==> src/transport_mapper_regs.vh <==
// Register offsets, field positions, reset values and constants
// Assumes inclusion by the transport mapper design files
`ifndef TRANSPORT_MAPPER_REGS_VH
`define TRANSPORT_MAPPER_REGS_VH

// ----------------------------------------------------------------
// Register offsets
// ----------------------------------------------------------------
`define OFS_CONTROL 8'h00
`define OFS_MODE 8'h04
`define OFS_KM1 8'h08
`define OFS_DEVID 8'h0c
`define OFS_THR_LOW 8'h10
`define OFS_THR_HIGH 8'h14
`define OFS_STATUS 8'h18
`define OFS_RATIO 8'h1c

// ----------------------------------------------------------------
// Fields and reset values
// ----------------------------------------------------------------
`define CTRL_RUN_BIT 0
`define STAT_KEFF_LSB 0
`define STAT_LANES_LSB 12
`define STAT_OCTETS_LSB 16
`define STAT_ENC66_BIT 20
`define STAT_DUAL_BIT 21
`define RST_MODE 7'h3b
`define RST_KM1 8'h0f
`define RST_DEVID 8'h00
`define RST_THR 15'h7fff

// ----------------------------------------------------------------
// Multiframe constants
// ----------------------------------------------------------------
`define K66_OCTETS 9'h100
`define K_MAX 9'h100
`define RATIO_FRAC_BITS 12

`endif

==> src/mode_table.v <==
// Operating mode lookup: selector value to derived link parameters
// Assumes a combinational consumer; no clock
`timescale 1ns/1ps
module mode_table (
    // Selector
    input wire [6:0] mode,
    // Derived parameters
    output reg valid,
    output reg dual,
    output reg [5:0] decim,
    output reg [3:0] lanes,
    output reg [2:0] octets,
    output reg enc66,
    output reg [8:0] kmin,
    output reg [8:0] kstep,
    output reg [15:0] ratio
);
    always @* begin
        valid = 1'b1;
        dual = 1'b0;
        decim = 6'h10;
        lanes = 4'h1;
        octets = 3'h2;
        enc66 = 1'b0;
        kmin = 9'h010;
        kstep = 9'h008;
        ratio = 16'h1400;
        // ------------------------------------------------------------
        // Mode rows
        // ------------------------------------------------------------
        // only listed modes
        case (mode)
            7'h38: begin
                dual = 1'b1; octets = 3'h4; kmin = 9'h008;
                kstep = 9'h004; ratio = 16'h2800;
            end
            7'h39: begin
                dual = 1'b1; lanes = 4'h2; ratio = 16'h1400;
            end
            7'h3a: begin
                dual = 1'b1; lanes = 4'h4; ratio = 16'h0a00;
            end
            7'h3b: begin
                dual = 1'b1; octets = 3'h4; enc66 = 1'b1;
                ratio = 16'h2100;
            end
            7'h3c: begin
                dual = 1'b1; lanes = 4'h2; enc66 = 1'b1;
                ratio = 16'h1080;
            end
            7'h3d: ratio = 16'h2800;
            7'h3e: begin
                lanes = 4'h2; ratio = 16'h1400;
            end
            7'h3f: begin
                lanes = 4'h4; ratio = 16'h0a00;
            end
            7'h40: begin
                enc66 = 1'b1; ratio = 16'h2100;
            end
            7'h41: begin
                lanes = 4'h2; enc66 = 1'b1; ratio = 16'h1080;
            end
            7'h42: begin
                decim = 6'h20; dual = 1'b1; octets = 3'h4;
                kmin = 9'h008; kstep = 9'h004; ratio = 16'h1400;
            end
            7'h43: begin
                decim = 6'h20; dual = 1'b1; lanes = 4'h2;
                ratio = 16'h0a00;
            end
            7'h44: begin
                decim = 6'h20; dual = 1'b1; octets = 3'h4;
                enc66 = 1'b1; ratio = 16'h1080;
            end
            7'h45: begin
                decim = 6'h20; ratio = 16'h1400;
            end
            7'h46: begin
                decim = 6'h20; lanes = 4'h2; ratio = 16'h0a00;
            end
            7'h47: begin
                decim = 6'h20; enc66 = 1'b1; ratio = 16'h1080;
            end
            default: valid = 1'b0;
        endcase
    end
endmodule // mode_table

==> src/transport_mapper.v <==
// Transport mode selection, lane mapping and octet framing, two links
// Assumes converter samples on clk and a plain register port
//
// Summary of operation
// - In 64b/66b modes multiframe length is derived as 256 times E over F.
// - 8b/10b frame count accepted only within the mode's min:step:max range.
// - Programmed frame count minus one sets multiframe length in frames.
// - Selector accepts only listed modes; each fixes all link parameters.
// - Sixteen lanes as two eight-lane links; every mode uses both links.
// - Each link uses its lowest lanes; unused higher lanes power down.
// - Link A sends device id, link B id plus one; lane id is index.
// - Without decimation 12-bit offset-binary samples fill the octets; no listed mode has decimation 1, so the bypass path is never used.
// - With down-converter 16-bit words: 15 data bits plus overrange bit.
// - All tail bit positions are driven to zero.
// - Every sample is packed most significant bit first.
// - Single channel: low flag above low threshold, high flag above high.
// - Dual channel: each channel carries its own pair of overrange flags.
// - Marked bypass modes report converter count equal to lane count; no listed mode has decimation 1, so none reports it.
// - Mode 59: decimate 16, dual, one lane, 64b/66b, F 4, ratio 2.0625.
// - Mode 63: decimate 16, single, four lanes, 8b/10b, F 2, ratio 0.625.
// - Modes 69 and 71: decimate 32, single, one lane, F 2.
//
// Local design decisions: the plain strobed port and the register addresses.
`timescale 1ns/1ps
`include "transport_mapper_regs.vh"
module transport_mapper (
    // Clock and reset
    input wire clk,
    input wire resetn,
    // Register port
    input wire [7:0] addr,
    input wire [31:0] wdata,
    input wire wr,
    input wire rd,
    output reg [31:0] rdata,
    // Down-converter samples
    input wire [14:0] chan_a_i,
    input wire [14:0] chan_a_q,
    input wire [14:0] chan_b_i,
    input wire [14:0] chan_b_q,
    // Bypass samples, offset binary
    input wire [11:0] raw_a,
    input wire [11:0] raw_b,
    // Lanes
    output reg [127:0] lane_octet,
    output reg [15:0] lane_enable,
    output reg [47:0] lane_identifier,
    output reg [7:0] link_a_device_identifier,
    output reg [7:0] link_b_device_identifier,
    // Framing
    output reg frame_start,
    output reg multiframe_start,
    output reg sample_take
);
    // ------------------------------------------------------------
    // Registers
    // ------------------------------------------------------------
    reg run_q;
    reg [6:0] link_mode_select_q;
    reg [7:0] frames_per_multiframe_minus_one_q;
    reg [7:0] link_device_identifier_q;
    reg [14:0] overrange_threshold_low_q;
    reg [14:0] overrange_threshold_high_q;
    reg [2:0] octet_q;
    reg [7:0] frame_q;
    reg [31:0] fb_q [0:15];
    wire cur_valid;
    wire cur_dual;
    wire [5:0] cur_decim;
    wire [3:0] cur_lanes;
    wire [2:0] cur_octets;
    wire cur_enc66;
    wire [8:0] cur_kmin;
    wire [8:0] cur_kstep;
    wire [15:0] cur_ratio;
    wire new_valid;
    wire [8:0] new_kmin;
    wire [8:0] new_kstep;
    wire new_dual;
    wire [5:0] new_decim;
    wire [3:0] new_lanes;
    wire [2:0] new_octets;
    wire new_enc66;
    wire [15:0] new_ratio;

    mode_table u_cur (
        .mode(link_mode_select_q),
        .valid(cur_valid),
        .dual(cur_dual),
        .decim(cur_decim),
        .lanes(cur_lanes),
        .octets(cur_octets),
        .enc66(cur_enc66),
        .kmin(cur_kmin),
        .kstep(cur_kstep),
        .ratio(cur_ratio)
    );

    mode_table u_new (
        .mode(wdata[6:0]),
        .valid(new_valid),
        .dual(new_dual),
        .decim(new_decim),
        .lanes(new_lanes),
        .octets(new_octets),
        .enc66(new_enc66),
        .kmin(new_kmin),
        .kstep(new_kstep),
        .ratio(new_ratio)
    );

    // ------------------------------------------------------------
    // Multiframe length
    // ------------------------------------------------------------
    reg [8:0] k_eff;
    wire [8:0] k_new = {1'b0, wdata[7:0]} + 9'h001;
    wire [8:0] step_m1 = cur_kstep - 9'h001;
    wire km1_ok = !cur_enc66 && (k_new >= cur_kmin) &&
        (k_new <= `K_MAX) && ((k_new & step_m1) == 9'h000);
    always @* begin
        if (cur_enc66)
            k_eff = (cur_octets == 3'h4) ? (`K66_OCTETS >> 2) :
                (`K66_OCTETS >> 1);
        else
            k_eff = {1'b0, frames_per_multiframe_minus_one_q} + 9'h001;
    end
    wire [7:0] k_last = k_eff[7:0] - 8'h01;
    wire [2:0] f_last = cur_octets - 3'h1;

    // ------------------------------------------------------------
    // Register writes
    // ------------------------------------------------------------
    wire mode_wr = wr && (addr == `OFS_MODE) &&
        (wdata[6:0] != link_mode_select_q);
    always @(posedge clk or negedge resetn) begin
        if (!resetn) begin
            run_q <= 1'b0;
            link_mode_select_q <= `RST_MODE;
            frames_per_multiframe_minus_one_q <= `RST_KM1;
            link_device_identifier_q <= `RST_DEVID;
            overrange_threshold_low_q <= `RST_THR;
            overrange_threshold_high_q <= `RST_THR;
        end else if (wr) begin
            case (addr)
                `OFS_CONTROL: run_q <= wdata[`CTRL_RUN_BIT];
                `OFS_MODE: if (new_valid && (wdata[31:7] == 25'h0))
                    link_mode_select_q <= wdata[6:0];
                `OFS_KM1: if (km1_ok)
                    frames_per_multiframe_minus_one_q <= wdata[7:0];
                `OFS_DEVID: link_device_identifier_q <= wdata[7:0];
                `OFS_THR_LOW: overrange_threshold_low_q <= wdata[14:0];
                `OFS_THR_HIGH: overrange_threshold_high_q <= wdata[14:0];
                default: run_q <= run_q;
            endcase
        end
    end

    // ------------------------------------------------------------
    // Register reads
    // ------------------------------------------------------------
    // converter count per link
    wire [3:0] conv_per_link = (cur_decim == 6'h01) ? cur_lanes :
        (cur_dual ? 4'h2 : 4'h1);
    always @(posedge clk or negedge resetn) begin
        if (!resetn) begin
            rdata <= 32'h0;
        end else if (rd) begin
            case (addr)
                `OFS_CONTROL: rdata <= {31'h0, run_q};
                `OFS_MODE: rdata <= {25'h0, link_mode_select_q};
                `OFS_KM1: rdata <= {24'h0,
                    frames_per_multiframe_minus_one_q};
                `OFS_DEVID: rdata <= {24'h0, link_device_identifier_q};
                `OFS_THR_LOW: rdata <= {17'h0, overrange_threshold_low_q};
                `OFS_THR_HIGH: rdata <= {17'h0,
                    overrange_threshold_high_q};
                `OFS_STATUS: rdata <= {conv_per_link, cur_decim, cur_dual,
                    cur_enc66, 1'b0, cur_octets, cur_lanes, 3'h0, k_eff};
                `OFS_RATIO: rdata <= {16'h0, cur_ratio};
                default: rdata <= 32'h0;
            endcase
        end else begin
            rdata <= 32'h0;
        end
    end

    // ------------------------------------------------------------
    // Sample words
    // ------------------------------------------------------------
    function [14:0] mag15;
        input [14:0] x;
        begin
            mag15 = x[14] ? (~x + 15'h0001) : x;
        end
    endfunction

    wire [14:0] mag_ai = mag15(chan_a_i);
    wire [14:0] mag_aq = mag15(chan_a_q);
    wire [14:0] mag_bi = mag15(chan_b_i);
    wire [14:0] mag_bq = mag15(chan_b_q);
    // each channel's flags from both its I and Q samples
    wire chan_a_overrange_low = (mag_ai > overrange_threshold_low_q) ||
        (mag_aq > overrange_threshold_low_q);
    wire chan_a_overrange_high = (mag_ai > overrange_threshold_high_q) ||
        (mag_aq > overrange_threshold_high_q);
    wire chan_b_overrange_low = (mag_bi > overrange_threshold_low_q) ||
        (mag_bq > overrange_threshold_low_q);
    wire chan_b_overrange_high = (mag_bi > overrange_threshold_high_q) ||
        (mag_bq > overrange_threshold_high_q);

    reg [15:0] word_i [0:1];
    reg [15:0] word_q [0:1];
    always @* begin
        // bypass 12-bit with zero tail nibble
        if (cur_decim == 6'h01) begin
            word_i[0] = {raw_a, 4'h0};
            word_q[0] = {raw_a, 4'h0};
            word_i[1] = {raw_b, 4'h0};
            word_q[1] = {raw_b, 4'h0};
        // 15 data bits plus one overrange bit
        end else begin
            word_i[0] = {chan_a_i, chan_a_overrange_low};
            word_q[0] = {chan_a_q, chan_a_overrange_high};
            word_i[1] = {chan_b_i, chan_b_overrange_low};
            word_q[1] = {chan_b_q, chan_b_overrange_high};
        end
    end

    // ------------------------------------------------------------
    // Frame and multiframe counters
    // ------------------------------------------------------------
    wire running = run_q && cur_valid && !mode_wr;
    wire load = running && (octet_q == f_last);
    always @(posedge clk or negedge resetn) begin
        if (!resetn) begin
            octet_q <= 3'h7;
            frame_q <= 8'hff;
            frame_start <= 1'b0;
            multiframe_start <= 1'b0;
            sample_take <= 1'b0;
        end else if (!running) begin
            octet_q <= f_last;
            frame_q <= k_last;
            frame_start <= 1'b0;
            multiframe_start <= 1'b0;
            sample_take <= 1'b0;
        end else begin
            octet_q <= load ? 3'h0 : octet_q + 3'h1;
            if (load)
                frame_q <= (frame_q >= k_last) ? 8'h00 :
                    frame_q + 8'h01;
            frame_start <= load;
            multiframe_start <= load && (frame_q >= k_last);
            sample_take <= load;
        end
    end

    // ------------------------------------------------------------
    // Lanes
    // ------------------------------------------------------------
    genvar l;
    generate
        for (l = 0; l < 16; l = l + 1) begin : g_lane
            localparam integer IDX_N = l % 8;
            localparam [3:0] IDX = IDX_N[3:0];
            localparam LINK = l / 8;
            wire used = running && (IDX < cur_lanes);
            wire odd_frame = (cur_lanes == 4'h1) &&
                (frame_q >= k_last ? 1'b0 : ~frame_q[0]);
            wire pick_q = IDX[0] ^ odd_frame;
            wire [31:0] frame_word = (cur_octets == 3'h4) ?
                {word_i[LINK], word_q[LINK]} :
                {pick_q ? word_q[LINK] : word_i[LINK], 16'h0000};
            always @(posedge clk or negedge resetn) begin
                if (!resetn) begin
                    fb_q[l] <= 32'h0;
                    lane_octet[l*8 +: 8] <= 8'h00;
                    lane_enable[l] <= 1'b0;
                    lane_identifier[l*3 +: 3] <= 3'h0;
                end else begin
                    lane_enable[l] <= used;
                    lane_identifier[l*3 +: 3] <= IDX[2:0];
                    if (!used) begin
                        fb_q[l] <= 32'h0;
                        lane_octet[l*8 +: 8] <= 8'h00;
                    end else if (load) begin
                        fb_q[l] <= {frame_word[23:0], 8'h00};
                        lane_octet[l*8 +: 8] <= frame_word[31:24];
                    end else begin
                        fb_q[l] <= {fb_q[l][23:0], 8'h00};
                        lane_octet[l*8 +: 8] <= fb_q[l][31:24];
                    end
                end
            end
        end
    endgenerate

    // ------------------------------------------------------------
    // Device identifiers
    // ------------------------------------------------------------
    always @(posedge clk or negedge resetn) begin
        if (!resetn) begin
            link_a_device_identifier <= 8'h00;
            link_b_device_identifier <= 8'h00;
        end else begin
            link_a_device_identifier <= link_device_identifier_q;
            link_b_device_identifier <= link_device_identifier_q +
                8'h01;
        end
    end
endmodule // transport_mapper

==> config.mk <==
export PLATFORM = sky130hd
export DESIGN_NAME = transport_mapper
export DESIGN_NICKNAME = d
export VERILOG_FILES = /design/src/mode_table.v /design/src/transport_mapper.v
export VERILOG_INCLUDE_DIRS = /design/src
export SDC_FILE = /design/constraint.sdc
export NUM_CORES = 1
export LEC_CHECK = 0
export BUFFER_PORTS_ARGS = -buffer_cell sky130_fd_sc_hd__buf_2
export CORE_AREA = 2 2 226 228
export DETAILED_ROUTE_END_ITERATION = 12
export DIE_AREA = 0 0 228 230
export PLACE_DENSITY = 0.64
export SLEW_MARGIN = 20
export SYNTH_ARGS = -nofsm -noshare
export SYNTH_HDL_FRONTEND = slang
export SYNTH_SLANG_ARGS = --single-unit
==> constraint.sdc <==
create_clock -name clk -period 3.7 [get_ports clk]
set_input_delay 0.37 -clock clk [delete_from_list [all_inputs] [get_ports clk]]
set_output_delay 0.37 -clock clk [all_outputs]
set_load 0.01 [all_outputs]
== Word-level counts from Yosys, hierarchy flattened ==
Index checks and enable logic that the tools add are counted.

* Shift-type cells: 0
* Bitwise logic cells: 6
* Muxes and demuxes: 102
* Add/subtract/negate cells: 12
* $mul: 0
* Div/mod/pow operators: 0
* Order comparisons: 19
* Reduce and logical (&&, ||, !) cells: 47
* Equality and inequality tests: 45

{| class="wikitable"
|+ Operators by type and width
! kind !! count
|-
| $mux W32 || 39
|-
| $mux W8 || 36
|-
| $pmux W32 S8 || 1
|-
| $gt A15 B15 Y1 || 8
|-
| $eq A7 B6 Y1 const B || 16
|-
| $eq A7 B7 Y1 const B || 16
|-
| $mux W16 || 4
|-
| $add A15 B1 Y15 const B || 4
|-
| $mux W15 || 4
|-
| $not A15 Y15 || 4
|-
| $pmux W14 S4 || 1
|-
| $eq A8 B5 Y1 const B || 4
|-
| $reduce_or A16 Y1 || 2
|-
| $logic_not A25 Y1 || 1
|-
| $logic_and A1 B1 Y1 || 19
|-
| $add A8 B1 Y9 const B || 2
|-
| $reduce_or A6 Y1 || 3
|-
| $add A8 B1 Y8 const B || 2
|-
| $eq A8 B4 Y1 const B || 2
|-
| $lt A3 B4 Y1 const A || 4
|-
| $reduce_or A4 Y1 || 3
|-
| $and A9 B9 Y9 || 1
|-
| $ge A9 B9 Y1 || 1
|-
| $le A9 B9 Y1 const B || 1
|-
| 31 further kinds || 53
|}

* Bits in writable memories: 0
* Latch bits: 0
* Output and inout port bits: 243
* Input port bits: 128
* Memories: 0
* Word-level logic and storage cells: 287
* Bits in read-only memories: 0
* Register bits: 766

== Longest topological paths before layout ==
Gate-level depths: netlist (run 1).

* Depth after elaboration: 14
* Depth in mapped cells: 19
* Depth with buffers taken out: 15

== Modules after synthesis ==
Synthesis (run 1) repeated with hierarchy kept, for this count alone.

* Cells, all modules: 3030
* Area total of the unflattened synthesis: 31253.7 µm²

{| class="wikitable"
|+ Modules (own cells, without submodules)
! module !! cells an instance !! sequential area each (µm²) !! area an instance (µm²) !! instances
|-
| transport_mapper || 2832 || 15952.8 || 29942.5 || 1
|-
| mode_table || 99 || 0.0 || 655.6 || 2
|}

== Worst setup path after synthesis (run 1) ==
OpenSTA, ideal clock, no wires.

* Path kind: reg2reg
* From: reg frames_per_multiframe_minus_one_q[1]
* To: reg fb_q[157] in the netlist's numbering
* Cell stages (with the launch flop): 19
* Setup slack: -0.131 ns
* Buffers on the path: 4
* Setup time: 0.129 ns
* Arrival time: 3.702 ns
* Cell sequence: dfstp_2 > ha_1 > buf_1 > nand3_1 > xor2_1 > and3b_1 > nand3_1 > xor2_1 > nand2_1 > ha_1 > nand4_1 > nor2_1 > a221o_1 > clkbuf_1 > o31ai_1 > buf_4 > buf_4 > mux2i_1 > a21oi_1

* Cells in the longest elaborated chain, start to end: 10

{| class="wikitable"
|+ RTL lines
! item !! line !! RTL
|-
| from (decl) || transport_mapper.v:60 || <nowiki>reg [7:0] frames_per_multiframe_minus_one_q;</nowiki>
|-
| from (signal assigned) || transport_mapper.v:139 || <nowiki>frames_per_multiframe_minus_one_q <= `RST_KM1;</nowiki>
|-
| from (signal assigned) || transport_mapper.v:149 || <nowiki>frames_per_multiframe_minus_one_q <= wdata[7:0];</nowiki>
|-
| $add A8 B1 Y9 || transport_mapper.v:125 || <nowiki>k_eff = {1'b0, frames_per_multiframe_minus_one_q} + 9'h001;</nowiki>
|-
| $mux W9 || transport_mapper.v:121 || <nowiki>if (cur_enc66)</nowiki>
|-
| $sub A8 B1 Y8 || transport_mapper.v:127 || <nowiki>wire [7:0] k_last = k_eff[7:0] - 8'h01;</nowiki>
|-
| $ge A8 B8 Y1 || transport_mapper.v:269 || <nowiki>(frame_q >= k_last ? 1'b0 : ~frame_q[0]);</nowiki>
|-
| $mux W1 || transport_mapper.v:269 ||
|-
| $logic_and A1 B1 Y1 || transport_mapper.v:268 || <nowiki>wire odd_frame = (cur_lanes == 4'h1) &&</nowiki>
|-
| $mux W16 || transport_mapper.v:273 || <nowiki>{pick_q ? word_q[LINK] : word_i[LINK], 16'h0000};</nowiki>
|-
| $mux W32 || transport_mapper.v:271 || <nowiki>wire [31:0] frame_word = (cur_octets == 3'h4) ?</nowiki>
|-
| $mux W32 || transport_mapper.v:286 || <nowiki>end else if (load) begin</nowiki>
|-
| $mux W32 || transport_mapper.v:283 || <nowiki>if (!used) begin</nowiki>
|-
| to (signal, indexed assignment) || transport_mapper.v:287 || <nowiki>fb_q[l] <= {frame_word[23:0], 8'h00};</nowiki>
|-
| to (signal, indexed assignment) || transport_mapper.v:290 || <nowiki>fb_q[l] <= {fb_q[l][23:0], 8'h00};</nowiki>
|-
| to (decl) || transport_mapper.v:66 || <nowiki>reg [31:0] fb_q [0:15];</nowiki>
|}

No other way between the ends.
A chain may end at the register's enable or synchronous reset.

== Worst setup path in the final report (run 1) ==
* From: reg link_mode_select_q[4]
* To: reg fb_q[251] in the netlist's numbering

* Cells in the longest elaborated chain, start to end: 14

{| class="wikitable"
|+ RTL lines
! item !! line !! RTL
|-
| from (decl) || transport_mapper.v:59 || <nowiki>reg [6:0] link_mode_select_q;</nowiki>
|-
| from (signal assigned) || transport_mapper.v:138 || <nowiki>link_mode_select_q <= `RST_MODE;</nowiki>
|-
| from (signal assigned) || transport_mapper.v:147 || <nowiki>link_mode_select_q <= wdata[6:0];</nowiki>
|-
| $eq A7 B7 Y1 or $eq A7 B6 Y1 (tied branches) || mode_table.v:32 || <nowiki>case (mode)</nowiki>
|-
| $reduce_or A4 Y1 (no source line) || n/a ||
|-
| $mux W3 || mode_table.v:32 ||
|-
| $eq A3 B3 Y1 || transport_mapper.v:122, transport_mapper.v:271 ||
|-
| $mux W8 || transport_mapper.v:122 || <nowiki>k_eff = (cur_octets == 3'h4) ? (`K66_OCTETS >> 2) :</nowiki>
|-
| $mux W9 || transport_mapper.v:121 ||
|-
| $sub A8 B1 Y8 || transport_mapper.v:127 ||
|-
| $ge A8 B8 Y1 || transport_mapper.v:269 ||
|-
| $mux W1 || transport_mapper.v:269 ||
|-
| $logic_and A1 B1 Y1 || transport_mapper.v:268 ||
|-
| $mux W16 || transport_mapper.v:273 ||
|-
| $mux W32 || transport_mapper.v:271 ||
|-
| $mux W32 || transport_mapper.v:286 ||
|-
| $mux W32 * || transport_mapper.v:283 ||
|}

Mark *: on every way between the ends. The rest lies on a longest branch, timed or not.

==> results of run 1 <==
sequential cells by signal, summed over array words and instances (netlist names), 3 cells and up:
signal                             flops
fb_q                                 160
frame_q                                8
frames_per_multiframe_minus_one_q      8
lane_enable                            5
lane_octet                           112
link_a_device_identifier               8
link_b_device_identifier               8
link_device_identifier_q               8
link_mode_select_q                     7
octet_q                                3
overrange_threshold_high_q            15
overrange_threshold_low_q             15
rdata                                 22
Yosys cell counts (all sizes together) (16+ instances only):
library cell  number
nand2            133
a21oi            198
xnor2             65
nor3              19
buf              129
nor2              91
mux2              55
mux2i             59
nand4             34
dfrtp            333
inv               51
ha               138
a211oi            40
nand3             51
nor2b             16
clkbuf            61
o21ai            142
dfstp             50
nor4              23
timing repair:
item | in CTS | in global routing
gates cloned | 1 | 3
endpoints found under the hold margin | 76 | 0
hold buffers | 1 | 0
pin swaps | 21 | 64
endpoints found under the setup margin | 119 | 128
buffers inserted | 14 | 16
gates resized for setup | 69 | 129
critical path, delay by kind of cell (launching register included):
| kind | cells | cell delay, ns |
|---|---|---|
| compound gates | 6 | 1.24 |
| fa+ha+maj | 1 | 0.26 |
| buf+inv | 4 | 0.65 |
| flops | 1 | 0.40 |
| mux | 1 | 0.20 |
| simple gates | 2 | 1.02 |
logic make-up (layout without fill, tap and decap cells):
group | after synthesis | after routing | share of synthesized area (%)
compound gates | 492 | 492 | 14.7
xor+xnor | 77 | 77 | 3.40
fa+ha+maj | 138 | 138 | 8.71
buf+inv | 241 | 597 | 6.87
flops | 383 | 383 | 48.7
mux | 114 | 114 | 6.28
other cells | 2 | 140 | 0.0379
simple gates | 448 | 448 | 11.3
through the flow:
step	TNS, ns	cell area, sq um	utilization (%)	instances
detailed placement	-12.42	22700	45.5	2945
CTS	-2.10	24500	49.2	3038
global placement	-5.63	22700	45.5	2945
finish	-8.41	25400	50.9	3061
floorplan	-0.00304	20300	-	2027
global route	-24.61	25400	50.8	3055
worst min path at each step:
stage	startpoint	to	cells after the start	slack, ns
CTS	wdata[12]	overrange_threshold_high_q[12]	2	0.04
global placement	octet_q[0]	octet_q[0]	1	0.44
finish	wdata[12]	overrange_threshold_high_q[12]	2	0.05
detailed placement	octet_q[0]	octet_q[0]	1	0.44
global route	wdata[10]	overrange_threshold_low_q[10]	2	0.06
floorplan	resetn	fb_q[152]	0	0.07
final cells by class:
| class | count | area (sq um) | area share, % |
|---|---|---|---|
| clock inverter | 23 | 245 | 0.967 |
| antenna | 6 | 15.0 | 0.0592 |
| timing repair buffer | 468 | 3070 | 12.1 |
| multi-input combinational | 1403 | 10200 | 40.0 |
| inverter | 51 | 191 | 0.755 |
| sequential | 383 | 9650 | 38.0 |
| tap | 672 | 841 | 3.31 |
| clock buffer | 55 | 1200 | 4.73 |
layer usage:
metal	track usage [%]	routed length, um	vias to the layer above
met1	29.8	25800	8062
li1	-	-	7487
met5	0	160	-
met3	6.09	5170	174
met2	40.1	31200	588
met4	8.64	2340	28
power by group:
part / total [mW] / switching, mW / internal [mW]
clock: 4.33 / 1.81 / 2.53
combinational: 1.67 / 0.960 / 0.713
sequential: 4.33 / 0.0463 / 4.28
==> results.yml, run 1 <==
critical_path:
  critical_path_arrival_ns: 4.35
  type_of_element_launching_the_critical_path: "flip-flop"
  crit_path_top_delay_cell: "sky130_fd_sc_hd__or4b_4"
  reg2reg_from: "link_mode_select_q[4]"
  setup_crit_end: "fb_q[251]"
  r2r_setup_slack_ns: -0.17
  crit_top_cell: "sky130_fd_sc_hd__buf_4"
  r2r_cell_count: 14
  timing.critical_path.fanout_max: 12
  critical_path.reg2reg.endpoint: "fb_q[251]"
  worst-endpoint-required_ns: 4.19
  worstSetupPathType: "flip-flop to flip-flop"
  worstSetupStartpoint: "link_mode_select_q[4]"
  slowest_delay_ns: 0.53
  path_cells: "or4b_4, o22ai_2, buf_4, a22oi_2, buf_4, a21boi_2, ha_1, a21o_1, a221o_1, or4_4, buf_12, buf_4, mux2i_4, a211oi_2"
  setup.worst_path.end_class: "flip-flop"
sta:
  fin_hold_ws_ns: 0.0532
  finalWorstPathRequiredPeriod_ns: 3.87
  grt_setup_unrepaired: "true"
  post-route-worst-setup-slack_ns: -0.165
  final_cycle_share_pct: 104
  setup-violations-final: 115
  clock_skew_ns: 0.0293
  finalHoldViolations: 0
  max-slew-margin-rel_pct: 40.5
  worst-slew-pin-transition_ns: 0.892
  final_max_slew_viol_count: 0
  timing.fmax_mhz: 259
synth:
  count_of_flip_flops_with_a_built_in_enable_after_synthesis: 0
  synth.cell_area_sq_um: 19800
  synth_top_area_share_pct: 42.0
  synth_area_leader_cell: "sky130_fd_sc_hd__dfrtp_1"
  yosys_most_used_dff: "sky130_fd_sc_hd__dfrtp_1"
  synth_seq_cells: 383
  yosys.cell_types.count: 76
  yosysWarnings: 0
  synthCells: 1895
  synth_async_sr_flop_share_pct: 100
  syn_area_per_cell_sq_um: 10.5
  ys_seq_area_share_pct: 48.7
  netlist_top_cells_area: "sky130_fd_sc_hd__dfrtp_1 (42%), sky130_fd_sc_hd__ha_1 (8.7%), sky130_fd_sc_hd__dfstp_2 (6.6%)"
clock_network:
  clock_tree_from_tritoncts: "done"
  cts_buffers: 42
  clkLatencyLatePin_ns: 0.60
  cts_sinks: 383
  cts.root.buffer_cell: "sky130_fd_sc_hd__clkbuf_16"
  worst_setup_hold_path_clk_slew_ns: 0.06
  clock_tree.buffer_depth: 3
  cts_htree_levels: 2
global_routing:
  grtUsageTotal_pct: 23.9
  globalRouteOverflowTotal: 0
  grt_start_max_net_pins: 105
  first_pass_grt_wire_length_um: 96100
  number_of_antenna_violations_at_the_first_check_in_global_routing: 21
  first_global_vias: 16341
outcome:
  violations: "negative setup slack"
  status: "complete, but fails checks"
detailed_routing:
  routed_wl_um: 64700
  first_iter_violations: 1310
  ant_nets: 0
  detail_route.wl_per_cell_um: 21.1
  detail_route.vias_per_cell: 5.34
  vias: 16339
  dr.pass1.iters: 7
  detail_route.drc_violations: 0
placed_design:
  pre_cts_ws_ns: -0.352
  detailed_placement_hpwl_um: 46400
  placement.io_buffers: 295
  gp_congestion: 0.910
power_and_ir_drop:
  power.static_leakage_nw: 12.1
  power_density_nw_per_um2: 407
  ir_drop_v: 0.000374
  design_power_total_mw: 10.3
run:
  maxCapViolations: 0
die:
  die_width_um: 228
  placeableCoreArea_sq_um: 49900
  num_io_pins: 371
  die_area_sq_um: 52400
  fp-row-count: 82
  initial_core_utilization_pct: 39.7
  die_height_um: 230
cells_and_area:
  area_growth_syn_to_layout_pct: 28.0
  layout-drive-gt1-share_pct: 33.6
  layout_commonest_cell: "sky130_fd_sc_hd__dfrtp_1"
  most-common-layout-cells: "sky130_fd_sc_hd__dfrtp_1 (333), sky130_fd_sc_hd__buf_2 (294), sky130_fd_sc_hd__buf_4 (141), sky130_fd_sc_hd__a21oi_1 (136), sky130_fd_sc_hd__ha_1 (136)"
  design.final.nets: 2615
  layout.filler_cells: 4518
hold_path:
  hold_class: "input pin to flip-flop"
No activity file was read; power rests on OpenSTA's default activity.
==> inputs of run 2 (changes only) <==
--- a/config.mk
+++ b/config.mk
@@ -7,11 +7,12 @@
 export NUM_CORES = 1
 export LEC_CHECK = 0
 export BUFFER_PORTS_ARGS = -buffer_cell sky130_fd_sc_hd__buf_2
-export CORE_AREA = 2 2 226 228
+export CORE_AREA = 2 2 283 285
 export DETAILED_ROUTE_END_ITERATION = 12
-export DIE_AREA = 0 0 228 230
-export PLACE_DENSITY = 0.64
+export DIE_AREA = 0 0 285 287
+export PLACE_DENSITY = 0.61
 export SLEW_MARGIN = 20
 export SYNTH_ARGS = -nofsm -noshare
 export SYNTH_HDL_FRONTEND = slang
+export SYNTH_HIERARCHICAL = 1
 export SYNTH_SLANG_ARGS = --single-unit
==> run 2 against run 1 <==
Effect of this change: power is 51% higher; critical path depth is 4 higher; combinational power is 7% lower; via count is 60% higher; first-iteration DRC count is 120% higher; utilization is 0.18 points lower; the flow finishes with violations (max-slew violations, negative setup slack); cell area is 57% higher; non-clock buffer count is 226 higher; clock power is 62% higher; largest cell class is now registers; critical path type unchanged; final cell count is 50% higher; synthesized cell count is 55% higher; worst setup slack worse by 0.51 ns.
==> results.yml, run 2 <==
run:
  maxCapViolations: 0
placed_design:
  gp_congestion: 0.959
  detailed_placement_hpwl_um: 80500
  placement.io_buffers: 345
critical_path:
  setup.worst_path.end_class: "flip-flop"
  worst-endpoint-required_ns: 4.21
  timing.critical_path.fanout_max: 6
  type_of_element_launching_the_critical_path: "flip-flop"
  critical_path_arrival_ns: 4.89
  worstSetupPathType: "flip-flop to flip-flop"
cells_and_area:
  layout_commonest_cell: "sky130_fd_sc_hd__dfrtp_1"
  reg_top3: "fb_q x384, lane_octet x128, rdata x31"
  finalCoreUtilization_pct: 50.7
  design.final.nets: 3754
  layout-drive-gt1-share_pct: 33.3
  area_growth_syn_to_layout_pct: 30.1
  most-common-layout-cells: "sky130_fd_sc_hd__dfrtp_1 (585), sky130_fd_sc_hd__buf_2 (344), sky130_fd_sc_hd__nor2_1 (332), sky130_fd_sc_hd__buf_4 (269), sky130_fd_sc_hd__nand2_1 (169)"
  flip_flop_count_of_the_largest_register_after_layout: 384
  registers.top_by_ff_count: "fb_q"
sta:
  final_max_slew_viol_count: 175
  timing.fmax_mhz: 228
  post-route-worst-setup-slack_ns: -0.677
  finalWorstPathRequiredPeriod_ns: 4.38
  setup-tns-final_ns: -127.75
  clock_skew_ns: 0.0391
  max-slew-margin-rel_pct: -301
  grt_setup_unrepaired: "true"
  final_cycle_share_pct: 118
  setup-violations-final: 232
  worst-slew-pin-transition_ns: 6.02
  finalHoldViolations: 0
clock_network:
  cts_htree_levels: 3
  cts_buffers: 70
  clkLatencyLatePin_ns: 0.64
  cts_sinks: 635
  cts.root.buffer_cell: "sky130_fd_sc_hd__clkbuf_16"
  clock_tree_from_tritoncts: "done"
  worst_setup_hold_path_clk_slew_ns: 0.06
  clock_tree.buffer_depth: 3
outcome:
  violations: "max-slew violations, negative setup slack"
  status: "complete, but fails checks"
synth:
  syn_area_per_cell_sq_um: 10.4
  synth.cell_area_sq_um: 30600
  synthCells: 2934
  yosysWarnings: 6
global_routing:
  globalRouteOverflowTotal: 0
  first_global_vias: 25077
  grtUsageTotal_pct: 27.5
  grt_start_max_net_pins: 120
  number_of_antenna_violations_at_the_first_check_in_global_routing: 7
  first_pass_grt_wire_length_um: 168000
detailed_routing:
  detail_route.wl_per_cell_um: 25.2
  detail_route.vias_per_cell: 5.69
  dr.pass1.iters: 7
  vias: 26096
  ant_nets: 0
  detail_route.drc_violations: 0
  first_iter_violations: 2821
  routed_wl_um: 116000
die:
  die_width_um: 285
  die_area_sq_um: 81800
  placeableCoreArea_sq_um: 78600
  num_io_pins: 371
  fp-row-count: 103
  initial_core_utilization_pct: 39.0
  die_height_um: 287
power_and_ir_drop:
  power_density_nw_per_um2: 392
  power.static_leakage_nw: 19.7
  ir_drop_v: 0.000302
hold_path:
  hold_class: "input pin to flip-flop"
-- run 2: area by class of cell --
| cell class | instances | area, sq um |
|---|---|---|
| clock buffer | 101 | 2000 |
| clock inverter | 23 | 297 |
| timing repair inverter | 1 | 8.76 |
| fill | 7045 | 38800 |
| timing repair buffer | 694 | 5030 |
| multi-input combinational | 1984 | 14900 |
| antenna | 5 | 12.5 |
| inverter | 90 | 350 |
| tap | 1050 | 1310 |
| sequential | 635 | 16000 |
-- run 2: power breakdown --
part / switching [mW] / internal [mW] / total [mW]
logic: 0.989 / 0.566 / 1.55
clock network: 2.95 / 4.08 / 7.03
registers: 0.0396 / 6.99 / 7.03
total: 3.98 / 11.6 / 15.6
-- run 2: metrics by stage --
stage	setup slack [ns]	instance area, sq um	std cells	total power, mW	hold WS, ns
6_report	-0.677	39900	4583	15.6	0.0257
5_1_grt	-0.883	39900	4583	16.2	0.0255
4_1_cts	-0.716	38800	4559	15.6	0.000909
3_5_place_dp	-0.725	35300	4398	8.52	0.377
3_3_place_gp	-0.677	35300	4398	8.50	0.384
2_1_floorplan	-0.478	31200	2986	7.89	0.0744
-- run 2: metal layers --
metal / vias up / track usage [%] / wire length [um]
li1: 11468 / - / -
met1: 13079 / 36.5 / 46400
met2: 1288 / 43.2 / 53300
met3: 257 / 5.74 / 10000
met4: 4 / 13.2 / 5940
met5: - / 0 / 26
-- run 2: critical path, stage by stage, from the launching register on --
cell and delay (ns):
sky130_fd_sc_hd__dfstp_2 0.58, sky130_fd_sc_hd__and4b_1 0.26, sky130_fd_sc_hd__mux2i_1 0.10, sky130_fd_sc_hd__o211ai_1 0.19
sky130_fd_sc_hd__buf_4 0.18, sky130_fd_sc_hd__or2_4 0.14, sky130_fd_sc_hd__ha_4 0.12, sky130_fd_sc_hd__or3b_4 0.39
sky130_fd_sc_hd__nor3_4 0.16, sky130_fd_sc_hd__xnor2_2 0.15, sky130_fd_sc_hd__ha_1 0.27, sky130_fd_sc_hd__nand2_2 0.10
sky130_fd_sc_hd__o21ai_2 0.06, sky130_fd_sc_hd__a21o_1 0.22, sky130_fd_sc_hd__or3_4 0.47, sky130_fd_sc_hd__clkbuf_16 0.24
sky130_fd_sc_hd__mux2i_1 0.21, sky130_fd_sc_hd__nand2_1 0.12, sky130_fd_sc_hd__a32o_1 0.27
-- run 2: final timing paths --
path | cells past startpoint | to | slack, ns | startpoint
max reg2reg | 18 | lane_octet[97] | -0.68 | link_mode_select_q[5]
min | 2 | overrange_threshold_low_q[12] | 0.03 | wdata[12]
max in group asynchronous | 3 | fb_q[276] | 2.33 | resetn
min reg2reg | 1 | fb_q[125] | 0.47 | fb_q[117]
min in group asynchronous | 2 | rdata[3] | 0.29 | resetn
max | 18 | lane_octet[97] | -0.68 | link_mode_select_q[5]
-- run 2: repair_timing --
item / CTS / global route
hold buffers: 6 / 0
hold endpoints to repair: 56 / 0
setup buffers: 26 / 27
endpoints found under the setup margin: 240 / 398
resized for setup: 152 / 205
pin swaps: 60 / 69
cloned: 6 / 4
